### src/rtl/psq_regs.svh
// Offsets, field positions, reset values and vectors of the program sequencer
`ifndef PSQ_REGS_SVH
`define PSQ_REGS_SVH
`define PSQ_PC_WIDTH          13
`define PSQ_SLOT_WIDTH        16
`define PSQ_SP_WIDTH          4
`define PSQ_SP_REG_ADDR       4'h1
`define PSQ_SP_RESET          4'hf
`define PSQ_SLOT_COUNT        15
`define PSQ_PC_RESET          13'h0000
`define PSQ_PAGE_HI           12
`define PSQ_PAGE_LO           11
`define PSQ_VEC_CE            13'h000c
`define PSQ_VEC_EXT0          13'h000b
`define PSQ_VEC_TIMER0        13'h0006
`define PSQ_VEC_SERIAL0       13'h0002
`define PSQ_IRQ_SOURCES       12
`endif

### src/rtl/psq_pkg.sv
// Types shared by the program sequencer files
package psq_pkg;
    typedef enum logic [3:0] {
        PSQ_OP_NONE,
        PSQ_OP_SKIP,
        PSQ_OP_JUMP,
        PSQ_OP_CALL,
        PSQ_OP_JUMP_IND,
        PSQ_OP_CALL_IND,
        PSQ_OP_TABLE_FETCH,
        PSQ_OP_MONITOR_CALL,
        PSQ_OP_SUB_EXIT,
        PSQ_OP_EXIT_AND_SKIP,
        PSQ_OP_IRQ_EXIT,
        PSQ_OP_PUSH,
        PSQ_OP_POP
    } psq_op_type;

    typedef struct packed {
        logic       valid;
        psq_op_type op;
        logic [12:0] operand;
    } psq_instr_type;

    typedef struct packed {
        logic        seg;
        logic [12:0] pc;
    } psq_addr_type;

    typedef struct packed {
        logic       we;
        logic       re;
        logic [3:0] addr;
        logic [3:0] wdata;
    } psq_reg_req_type;
endpackage

### src/rtl/psq_irq_vector.sv
// Fixed-priority interrupt vector encoder
`timescale 1ns/1ps
`include "psq_regs.svh"
module psq_irq_vector (
    input  wire logic [11:0] i_pending,
    output logic             o_any,
    output logic [12:0]      o_vector
);
    import psq_pkg::*;
    // Bit 0 is the enable-pin edge, highest priority; vector falls by one per source
    always_comb begin
        o_any    = 1'b0;
        o_vector = 13'h0000;
        for (int i = `PSQ_IRQ_SOURCES - 1; i >= 0; i--) begin
            if (i_pending[i]) begin
                o_any    = 1'b1;
                o_vector = `PSQ_VEC_CE - 13'(i);
            end
        end
    end
endmodule

### src/rtl/psq_return_stack.sv
// Return slot storage, fifteen implemented slots
`timescale 1ns/1ps
`include "psq_regs.svh"
module psq_return_stack #(
    parameter int SLOTS = `PSQ_SLOT_COUNT,
    parameter int WIDTH = `PSQ_SLOT_WIDTH
) (
    input  wire logic             i_clock,
    input  wire logic             i_we,
    input  wire logic [3:0]       i_waddr,
    input  wire logic [WIDTH-1:0] i_wdata,
    input  wire logic [3:0]       i_raddr,
    output logic [WIDTH-1:0]      o_rdata
);
    logic [WIDTH-1:0] slots [SLOTS];
    // Slot 15 has no storage; it reads as all ones, standing for undefined
    wire              read_hit = 32'(i_raddr) < SLOTS;

    always_ff @(posedge i_clock) begin
        if (i_we && 32'(i_waddr) < SLOTS) begin
            slots[i_waddr] <= i_wdata;
        end
    end
    assign o_rdata = read_hit ? slots[i_raddr] : {WIDTH{1'b1}};
endmodule

### src/rtl/psq_sequencer.sv
// Program counter, segment bit, stack pointer and next-address selection
`timescale 1ns/1ps
`include "psq_regs.svh"
////////////////////////////////////////////////////////////////////////////////
module psq_sequencer (
    input  wire logic                     i_clock,
    input  wire logic                     i_nrst,
    input  wire logic                     i_reset_req,
    input  wire psq_pkg::psq_instr_type   i_instr,
    input  wire logic                     i_skip_taken,
    input  wire logic [11:0]              i_irq_pending,
    input  wire psq_pkg::psq_addr_type    i_indirect_pointer,
    input  wire psq_pkg::psq_reg_req_type i_reg,
    input  wire logic                     i_stack_reset_enable,
    input  wire logic [15:0]              i_rom_data,
    output psq_pkg::psq_addr_type         o_fetch_addr,
    output logic                          o_fetch_is_table,
    output logic [15:0]                   o_constant_buffer,
    output logic                          o_constant_valid,
    output logic [3:0]                    o_stack_pointer,
    output logic [3:0]                    o_reg_rdata,
    output psq_pkg::psq_addr_type         o_pop_data,
    output logic                          o_pop_valid,
    output logic                          o_irq_ack,
    output logic                          o_stack_reset
);
    import psq_pkg::*;

    typedef enum logic {PSQ_ST_RUN, PSQ_ST_TABLE} psq_state_type;

    ////////////////////////////////////////////////////////////////////////////
    // State
    psq_state_type state;
    psq_addr_type  pc_reg;
    psq_addr_type  table_ret;
    logic [3:0]    stack_pointer;
    logic          irq_any;
    logic [12:0]   irq_vector;

    ////////////////////////////////////////////////////////////////////////////
    // Decode
    wire           in_valid   = i_instr.valid && state == PSQ_ST_RUN;
    wire psq_op_type op       = i_instr.op;
    wire           take_irq   = (state == PSQ_ST_RUN) && irq_any;
    wire           do_exec    = in_valid && !take_irq;
    wire           is_save    = do_exec && (op == PSQ_OP_CALL || op == PSQ_OP_CALL_IND ||
                                            op == PSQ_OP_MONITOR_CALL || op == PSQ_OP_PUSH);
    wire           is_restore = do_exec && (op == PSQ_OP_SUB_EXIT || op == PSQ_OP_EXIT_AND_SKIP ||
                                            op == PSQ_OP_IRQ_EXIT || op == PSQ_OP_POP);
    wire           push_now   = is_save || take_irq;
    wire           table_end  = state == PSQ_ST_TABLE;
    wire           sw_write   = i_reg.we && i_reg.addr == `PSQ_SP_REG_ADDR;
    wire           restart    = i_reset_req || o_stack_reset;
    wire           overflow   = push_now && stack_pointer == 4'h0;
    wire           underflow  = is_restore && stack_pointer == 4'hf;

    // Call and table-fetch return addresses are the word after the current one
    wire [12:0]    pc_inc     = pc_reg.pc + 13'h0001;
    wire [12:0]    pc_skip    = pc_reg.pc + 13'h0002;
    wire [3:0]     sp_dec     = stack_pointer - 4'h1;
    wire [3:0]     sp_inc     = stack_pointer + 4'h1;
    wire [3:0]     slot_waddr = sp_dec;
    wire [15:0]    slot_rdata;
    wire psq_addr_type slot_addr = psq_addr_type'(slot_rdata[13:0]);
    wire psq_addr_type ret_addr  = '{seg: pc_reg.seg, pc: pc_inc};
    // Interrupt saves the dropped instruction's address so it runs after the exit
    wire [15:0]    slot_wdata = take_irq            ? {2'b00, pc_reg} :
                                (op == PSQ_OP_PUSH) ? {2'b00, i_indirect_pointer}
                                                    : {2'b00, ret_addr};
    // Monitor call entry: 3 upper bits, four zeros, 4 lower bits
    wire [12:0]    monitor_target = {2'b00, i_instr.operand[6:4], 4'h0, i_instr.operand[3:0]};

    ////////////////////////////////////////////////////////////////////////////
    // Next address selection
    psq_addr_type next_pc;
    always_comb begin
        next_pc = pc_reg;
        if (table_end) begin
            next_pc = table_ret;
        end else if (take_irq) begin
            next_pc = '{seg: 1'b0, pc: irq_vector};
        end else if (do_exec) begin
            unique case (op)
                PSQ_OP_JUMP:          next_pc = '{seg: pc_reg.seg, pc: i_instr.operand};
                PSQ_OP_CALL:          next_pc = '{seg: pc_reg.seg, pc: {2'b00, i_instr.operand[10:0]}};
                PSQ_OP_JUMP_IND,
                PSQ_OP_CALL_IND:      next_pc = i_indirect_pointer;
                PSQ_OP_MONITOR_CALL:  next_pc = '{seg: 1'b1, pc: monitor_target};
                PSQ_OP_SUB_EXIT,
                PSQ_OP_IRQ_EXIT:      next_pc = slot_addr;
                PSQ_OP_EXIT_AND_SKIP: next_pc = '{seg: slot_addr.seg, pc: slot_addr.pc + 13'h0001};
                PSQ_OP_SKIP:          next_pc = '{seg: pc_reg.seg, pc: i_skip_taken ? pc_skip : pc_inc};
                PSQ_OP_TABLE_FETCH:   next_pc = pc_reg;
                default:              next_pc = '{seg: pc_reg.seg, pc: pc_inc};
            endcase
        end
    end

    // Table fetch leaves the stack pointer alone; its return address is kept in table_ret
    wire [3:0] next_sp = sw_write   ? i_reg.wdata :
                         push_now   ? sp_dec :
                         is_restore ? sp_inc :
                         stack_pointer;

    ////////////////////////////////////////////////////////////////////////////
    // Registers
    always_ff @(posedge i_clock) begin
        if (!i_nrst || i_reset_req || o_stack_reset) begin
            pc_reg        <= '{seg: 1'b0, pc: `PSQ_PC_RESET};
            stack_pointer <= `PSQ_SP_RESET;
            state         <= PSQ_ST_RUN;
            table_ret     <= '{seg: 1'b0, pc: `PSQ_PC_RESET};
        end else begin
            pc_reg        <= next_pc;
            stack_pointer <= next_sp;
            if (do_exec && op == PSQ_OP_TABLE_FETCH) begin
                state     <= PSQ_ST_TABLE;
                table_ret <= ret_addr;
            end else begin
                state     <= PSQ_ST_RUN;
            end
        end
    end

    always_ff @(posedge i_clock) begin
        if (!i_nrst) begin
            o_fetch_addr      <= '{seg: 1'b0, pc: `PSQ_PC_RESET};
            o_fetch_is_table  <= 1'b0;
            o_constant_buffer <= 16'h0000;
            o_constant_valid  <= 1'b0;
            o_stack_pointer   <= `PSQ_SP_RESET;
            o_reg_rdata       <= 4'h0;
            o_pop_data        <= '{seg: 1'b0, pc: 13'h0000};
            o_pop_valid       <= 1'b0;
            o_irq_ack         <= 1'b0;
            o_stack_reset     <= 1'b0;
        end else begin
            // Soft resets must show on the fetch address in the same edge as the counter
            if (restart) begin
                o_fetch_addr    <= '{seg: 1'b0, pc: `PSQ_PC_RESET};
                o_stack_pointer <= `PSQ_SP_RESET;
            end else begin
                // Table fetch drives the pointer as the fetch address for one word
                o_fetch_addr    <= (do_exec && op == PSQ_OP_TABLE_FETCH) ? i_indirect_pointer : next_pc;
                o_stack_pointer <= next_sp;
            end
            o_fetch_is_table  <= !restart && do_exec && op == PSQ_OP_TABLE_FETCH;
            o_constant_valid  <= o_fetch_is_table;
            if (o_fetch_is_table) begin
                o_constant_buffer <= i_rom_data;
            end
            o_reg_rdata       <= (i_reg.re && i_reg.addr == `PSQ_SP_REG_ADDR) ? stack_pointer : 4'h0;
            o_pop_valid       <= do_exec && op == PSQ_OP_POP;
            o_pop_data        <= slot_addr;
            o_irq_ack         <= take_irq;
            // Reset cannot be self-sustaining: it is a single pulse
            o_stack_reset     <= !o_stack_reset && i_stack_reset_enable && (overflow || underflow);
        end
    end

    ////////////////////////////////////////////////////////////////////////////
    // Leaf blocks
    psq_irq_vector u_vector (
        .i_pending (i_irq_pending),
        .o_any     (irq_any),
        .o_vector  (irq_vector)
    );

    psq_return_stack u_stack (
        .i_clock (i_clock),
        .i_we    (push_now && i_nrst && !restart),
        .i_waddr (slot_waddr),
        .i_wdata (slot_wdata),
        .i_raddr (stack_pointer),
        .o_rdata (slot_rdata)
    );
endmodule

### config.mk
export PLATFORM = sky130hd
export DESIGN_NAME = psq_sequencer
export DESIGN_NICKNAME = d
export VERILOG_FILES = /design/src/rtl/psq_pkg.sv /design/src/rtl/psq_irq_vector.sv /design/src/rtl/psq_return_stack.sv /design/src/rtl/psq_sequencer.sv
export VERILOG_INCLUDE_DIRS = /design/src /design/src/rtl
export SDC_FILE = /design/constraint.sdc
export NUM_CORES = 1
export LEC_CHECK = 0
export ABC_AREA = 1
export BUFFER_PORTS_ARGS = -buffer_cell sky130_fd_sc_hd__buf_2
export CAP_MARGIN = 40
export CELL_PAD_IN_SITES_DETAIL_PLACEMENT = 1
export CELL_PAD_IN_SITES_GLOBAL_PLACEMENT = 1
export CORE_ASPECT_RATIO = 0.5
export CORE_MARGIN = 3
export CORE_UTILIZATION = 38
export CTS_BUF_LIST = sky130_fd_sc_hd__clkbuf_8
export DETAILED_ROUTE_END_ITERATION = 10
export MAX_ROUTING_LAYER = met4
export PLACE_DENSITY = 0.76
export SLEW_MARGIN = 40
export SYNTH_ARGS = -nofsm -noshare
export SYNTH_HDL_FRONTEND = slang
export SYNTH_SLANG_ARGS = --single-unit
### constraint.sdc
create_clock -name i_clock -period 5.1 [get_ports i_clock]
set_input_delay 0.51 -clock i_clock [delete_from_list [all_inputs] [get_ports i_clock]]
set_output_delay 0.51 -clock i_clock [all_outputs]
set_load 0.02 [all_outputs]
==> tab_implementation.tex <==
\begin{tabular}{lr}
\hline
Metric & Value \\
\hline
\multicolumn{2}{l}{\textbf{Timing}} \\
Worst-case headroom to the max-slew limit & 46.1\% \\
Transition at the pin with the smallest max-transition slack & 0.809 ns \\
Total setup violations reported at the end of the flow & 0 \\
Clock tree skew after final layout & 0.0262 ns \\
Pins over their slew limit & 0 \\
Unrepaired setup endpoints after global routing & no \\
Final cycle utilization of the critical path & 70.7\% \\
Final total negative setup slack & 0 ns \\
Final hold viol count & 0 \\
Clock period minus final worst setup slack & 3.60 ns \\
Maximum achievable frequency & 277 MHz \\
\multicolumn{2}{l}{\textbf{Floorplan}} \\
I/O pins & 132 \\
Die extent in y & 142 um \\
Die span in x & 279 um \\
Effective utilization at floorplan & 38.9\% \\
Core area & 0.0362 mm2 \\
Overall die area & 0.0396 mm2 \\
Rows & 49 \\
\multicolumn{2}{l}{\textbf{Logic synthesis}} \\
Syn nets & 1680 \\
Simple logic cell fraction of the synthesized area & 23.5\% \\
Number of warnings issued by yosys & 0 \\
Number of library cell types mapped by synthesis & 46 \\
Syn Inst Count & 1596 \\
Synthesized-area fraction occupied by xor and xnor cells & 1.06\% \\
Compound-cell area share of the yosys netlist & 9.00\% \\
Syn Std Cell Area & 0.0141 mm2 \\
Area share of fa/ha/maj cells after synthesis & 0.798\% \\
\#FFs+latches synth & 300 \\
Mean instance size in the synthesized netlist & 8.84 um2 \\
Mux share of post-synthesis cell area & 0\% \\
Main combinational cell family by area after synthesis & simple AND/OR/NAND/NOR gates \\
Share of synthesized area occupied by flip-flops and latches & 57.5\% \\
\multicolumn{2}{l}{\textbf{Global routing}} \\
Number of global-route vias before repair & 11972 \\
Global-route wire length before repair & 69100 um \\
Grt ovf & 0 \\
Global router's overall resource usage & 23.3\% \\
Largest net degree at the start of global routing & 56 \\
Antenna violations before repair & 1 \\
\multicolumn{2}{l}{\textbf{Drt}} \\
Via total after detailed routing & 11737 \\
Aggregate routed wire length & 44800 um \\
Number of nets still failing antenna checks after routing & 0 \\
Count of TritonRoute iterations in the first routing pass & 5 \\
Via density & 5.18 \\
Detailed Route Iter0 Violations & 769 \\
Total DRC errors in the routed layout & 0 \\
Avg WL per Cell & 19.8 um \\
\multicolumn{2}{l}{\textbf{Clocking}} \\
Clock tree from TritonCTS & yes \\
Cts bufs inserted & 46 \\
Maximum clock insertion buffer count & 3 \\
Clock Latency Late Sink & 0.61 ns \\
Cts repair resizes & 0 \\
Total of hold buffers inserted after clock tree synthesis & 0 \\
Clock transition at the registers of the reported paths & 0.07 ns \\
CTS Root Buffer Type & sky130\_fd\_sc\_hd\_\_clkbuf\_8 \\
\# H-tree levels & 2 \\
Setup Fix Bufs, Post-CTS & 0 \\
Number of sinks handled by clock tree synthesis & 300 \\
\multicolumn{2}{l}{\textbf{Finish}} \\
Final Net Count & 1832 \\
Most flop-heavy register & u\_stack.slots \\
Biggest registers after layout & u\_stack.slots (210), o\_constant\_buffer (16) \\
Layout cells sized above 1 & 15.6\% \\
Syn-to-layout area delta & 14.3\% \\
Layout Cell Area excl Fill & 0.0161 mm2 \\
Max reg flops & 210 \\
\multicolumn{2}{l}{\textbf{Pwr}} \\
Power density relative to cell area & 304 mW/mm2 \\
Leakage Power & 7.10 nW \\
Largest vdd supply drop & 0.000160 V \\
\multicolumn{2}{l}{\textbf{Hold path}} \\
Tightest Hold Check Type & in -> reg \\
HP Start & i\_rom\_data[10] \\
\multicolumn{2}{l}{\textbf{Placement}} \\
Final GP Congestion & 0.932 \\
Detailed-placement wirelength estimate & 31800 um \\
Count of port buffers added during placement & 131 \\
Placed Instance Area & 0.0153 mm2 \\
\multicolumn{2}{l}{\textbf{Job}} \\
Number of maximum-capacitance violations & 0 \\
\multicolumn{2}{l}{\textbf{Worst setup path}} \\
Worst setup path startpoint & stack\_pointer[0]\$\_SDFF\_PP1\_ \\
Reg2reg start & stack\_pointer[0]\$\_SDFF\_PP1\_ \\
Crit path DAT & 4.10 ns \\
Largest driver fanout on the critical path & 54 \\
Classification of the worst setup path & reg -> reg \\
Sort of element at the start of the critical path & register \\
Kind of end point of the critical path & register \\
Worst endpoint required time & 5.60 ns \\
\multicolumn{2}{l}{\textbf{Outcome}} \\
Run status & finished, final reports clean \\
\hline
\end{tabular}
-- cell type report --
cell class	count	area, um2
Timing Repair Buffer	168	933
Multi-Input combinational cell	1024	4870
Tap cell	484	606
Clock buffer	50	688
Antenna cell	1	2.50
Fill cell	4338	20100
Sequential cell	300	8110
Inverter	208	781
Clock inverter	29	135
-- power by group --
group	switching, W	total [W]	leakage (nW)	internal, W
clock	0.000964	0.00187	0.489	0.000902
sequential	0.0000173	0.00262	2.68	0.00260
combinational	0.000295	0.000419	3.94	0.000125
-- cell families after synthesis --
| logic type | count (synthesis) |
|---|---|
| AOI/OAI and AO/OA | 220 |
| xor gates and xnor gates | 17 |
| adders and majority gates | 9 |
| buffers and inverters | 272 |
| DFF | 300 |
| and+or+nand+nor | 778 |
-- cells in the final DEF, fill, tap and decap left out, types with 12 or more instances in the layout --
cell type | synthesis | layout
sky130_fd_sc_hd__buf_2 | 27 | 131
sky130_fd_sc_hd__nand3_1 | 154 | 154
sky130_fd_sc_hd__edfxtp_1 | 210 | 210
sky130_fd_sc_hd__xor2_1 | 15 | 15
sky130_fd_sc_hd__inv_1 | 194 | 213
sky130_fd_sc_hd__nand2_1 | 412 | 412
sky130_fd_sc_hd__dfxtp_1 | 90 | 88
sky130_fd_sc_hd__o21ai_0 | 70 | 70
sky130_fd_sc_hd__clkbuf_8 | 0 | 50
sky130_fd_sc_hd__o22ai_1 | 15 | 15
sky130_fd_sc_hd__o21ai_1 | 12 | 12
sky130_fd_sc_hd__nor2_1 | 156 | 153
sky130_fd_sc_hd__a21oi_1 | 77 | 77
sky130_fd_sc_hd__inv_2 | 12 | 12
sky130_fd_sc_hd__o211ai_1 | 15 | 15
sky130_fd_sc_hd__buf_4 | 14 | 37
-- synth_stat cells (all sizes together) --
master,n,area share [%]
or2,4,0.18
nor3,15,0.65
clkbuf,13,0.35
nand4,7,0.42
o2111ai,2,0.12
o31ai,2,0.11
buf,51,2.3
xnor2,2,0.12
a211oi,2,0.11
inv,206,5.5
nand3,154,5.5
a221oi,3,0.19
a22oi,2,0.11
a21oi,77,2.7
clkinv,2,0.053
o32ai,4,0.25
nor2,169,5.0
a32o,1,0.071
xor2,15,0.93
edfxtp,210,45
o221ai,12,0.74
nor4,4,0.22
o21ai,83,3.0
o22ai,15,0.67
o211ai,16,0.89
and2,1,0.044
ha,9,0.80
dfxtp,90,13
o21bai,1,0.053
nand2,424,12
-- per-layer routing --
metal  vias to the layer above  track usage (%)  wire length, um
met5                         -                -                0
met4                         0             5.88              935
met3                        67             3.87             2960
met2                       334             37.4            20600
met1                      5744             31.2            20400
li1                       5592                -                -
-- per-stage QoR --
stage | power, W | hold slack, ns | instances | utilization [%] | setup slack [ns]
floorplan | 0.00294 | 0.429 | 1596 | - | 2.00
finish | 0.00491 | 0.135 | 2264 | 44.5 | 1.50
detailed placement | 0.00309 | 0.456 | 2184 | 42.2 | 1.54
CTS | 0.00496 | 0.106 | 2263 | 44.5 | 1.50
global route | 0.00509 | 0.112 | 2263 | 44.5 | 1.14
global placement | 0.00308 | 0.447 | 2184 | 42.2 | 1.50
-- worst max-delay path, stage by stage, from the launching register on --
cell	delay, ns
sky130_fd_sc_hd__dfxtp_4	0.76
sky130_fd_sc_hd__buf_4	0.59
sky130_fd_sc_hd__nor2_1	0.11
sky130_fd_sc_hd__nor2_1	0.10
sky130_fd_sc_hd__o21ai_1	0.09
sky130_fd_sc_hd__nand2_1	0.09
sky130_fd_sc_hd__nand2_1	0.12
sky130_fd_sc_hd__nand3_1	0.15
sky130_fd_sc_hd__nor2_4	0.08
sky130_fd_sc_hd__inv_2	0.13
sky130_fd_sc_hd__ha_1	0.25
sky130_fd_sc_hd__nand2_1	0.11
sky130_fd_sc_hd__nor2_4	0.17
sky130_fd_sc_hd__nand3_1	0.13
sky130_fd_sc_hd__nor2_1	0.11
sky130_fd_sc_hd__nor2_1	0.05
sky130_fd_sc_hd__nand2_1	0.06
sky130_fd_sc_hd__nand2_1	0.07
sky130_fd_sc_hd__nand2_1	0.09
sky130_fd_sc_hd__nand3_1	0.07
sky130_fd_sc_hd__nand2_1	0.08
sky130_fd_sc_hd__inv_1	0.03
-- worst paths after layout --
kind / to / slack [ns] / cells after the start
setup / recovery: o_fetch_addr[12]$_SDFF_PP0_ / 1.50 / 21
setup reg to reg: o_fetch_addr[12]$_SDFF_PP0_ / 1.50 / 21
hold / removal: o_constant_buffer[10]$_SDFFE_PN0P_ / 0.13 / 3
hold reg to reg: table_ret[13]$_SDFFE_PP0P_ / 0.46 / 2
No activity file was read; power rests on OpenSTA's default activity.
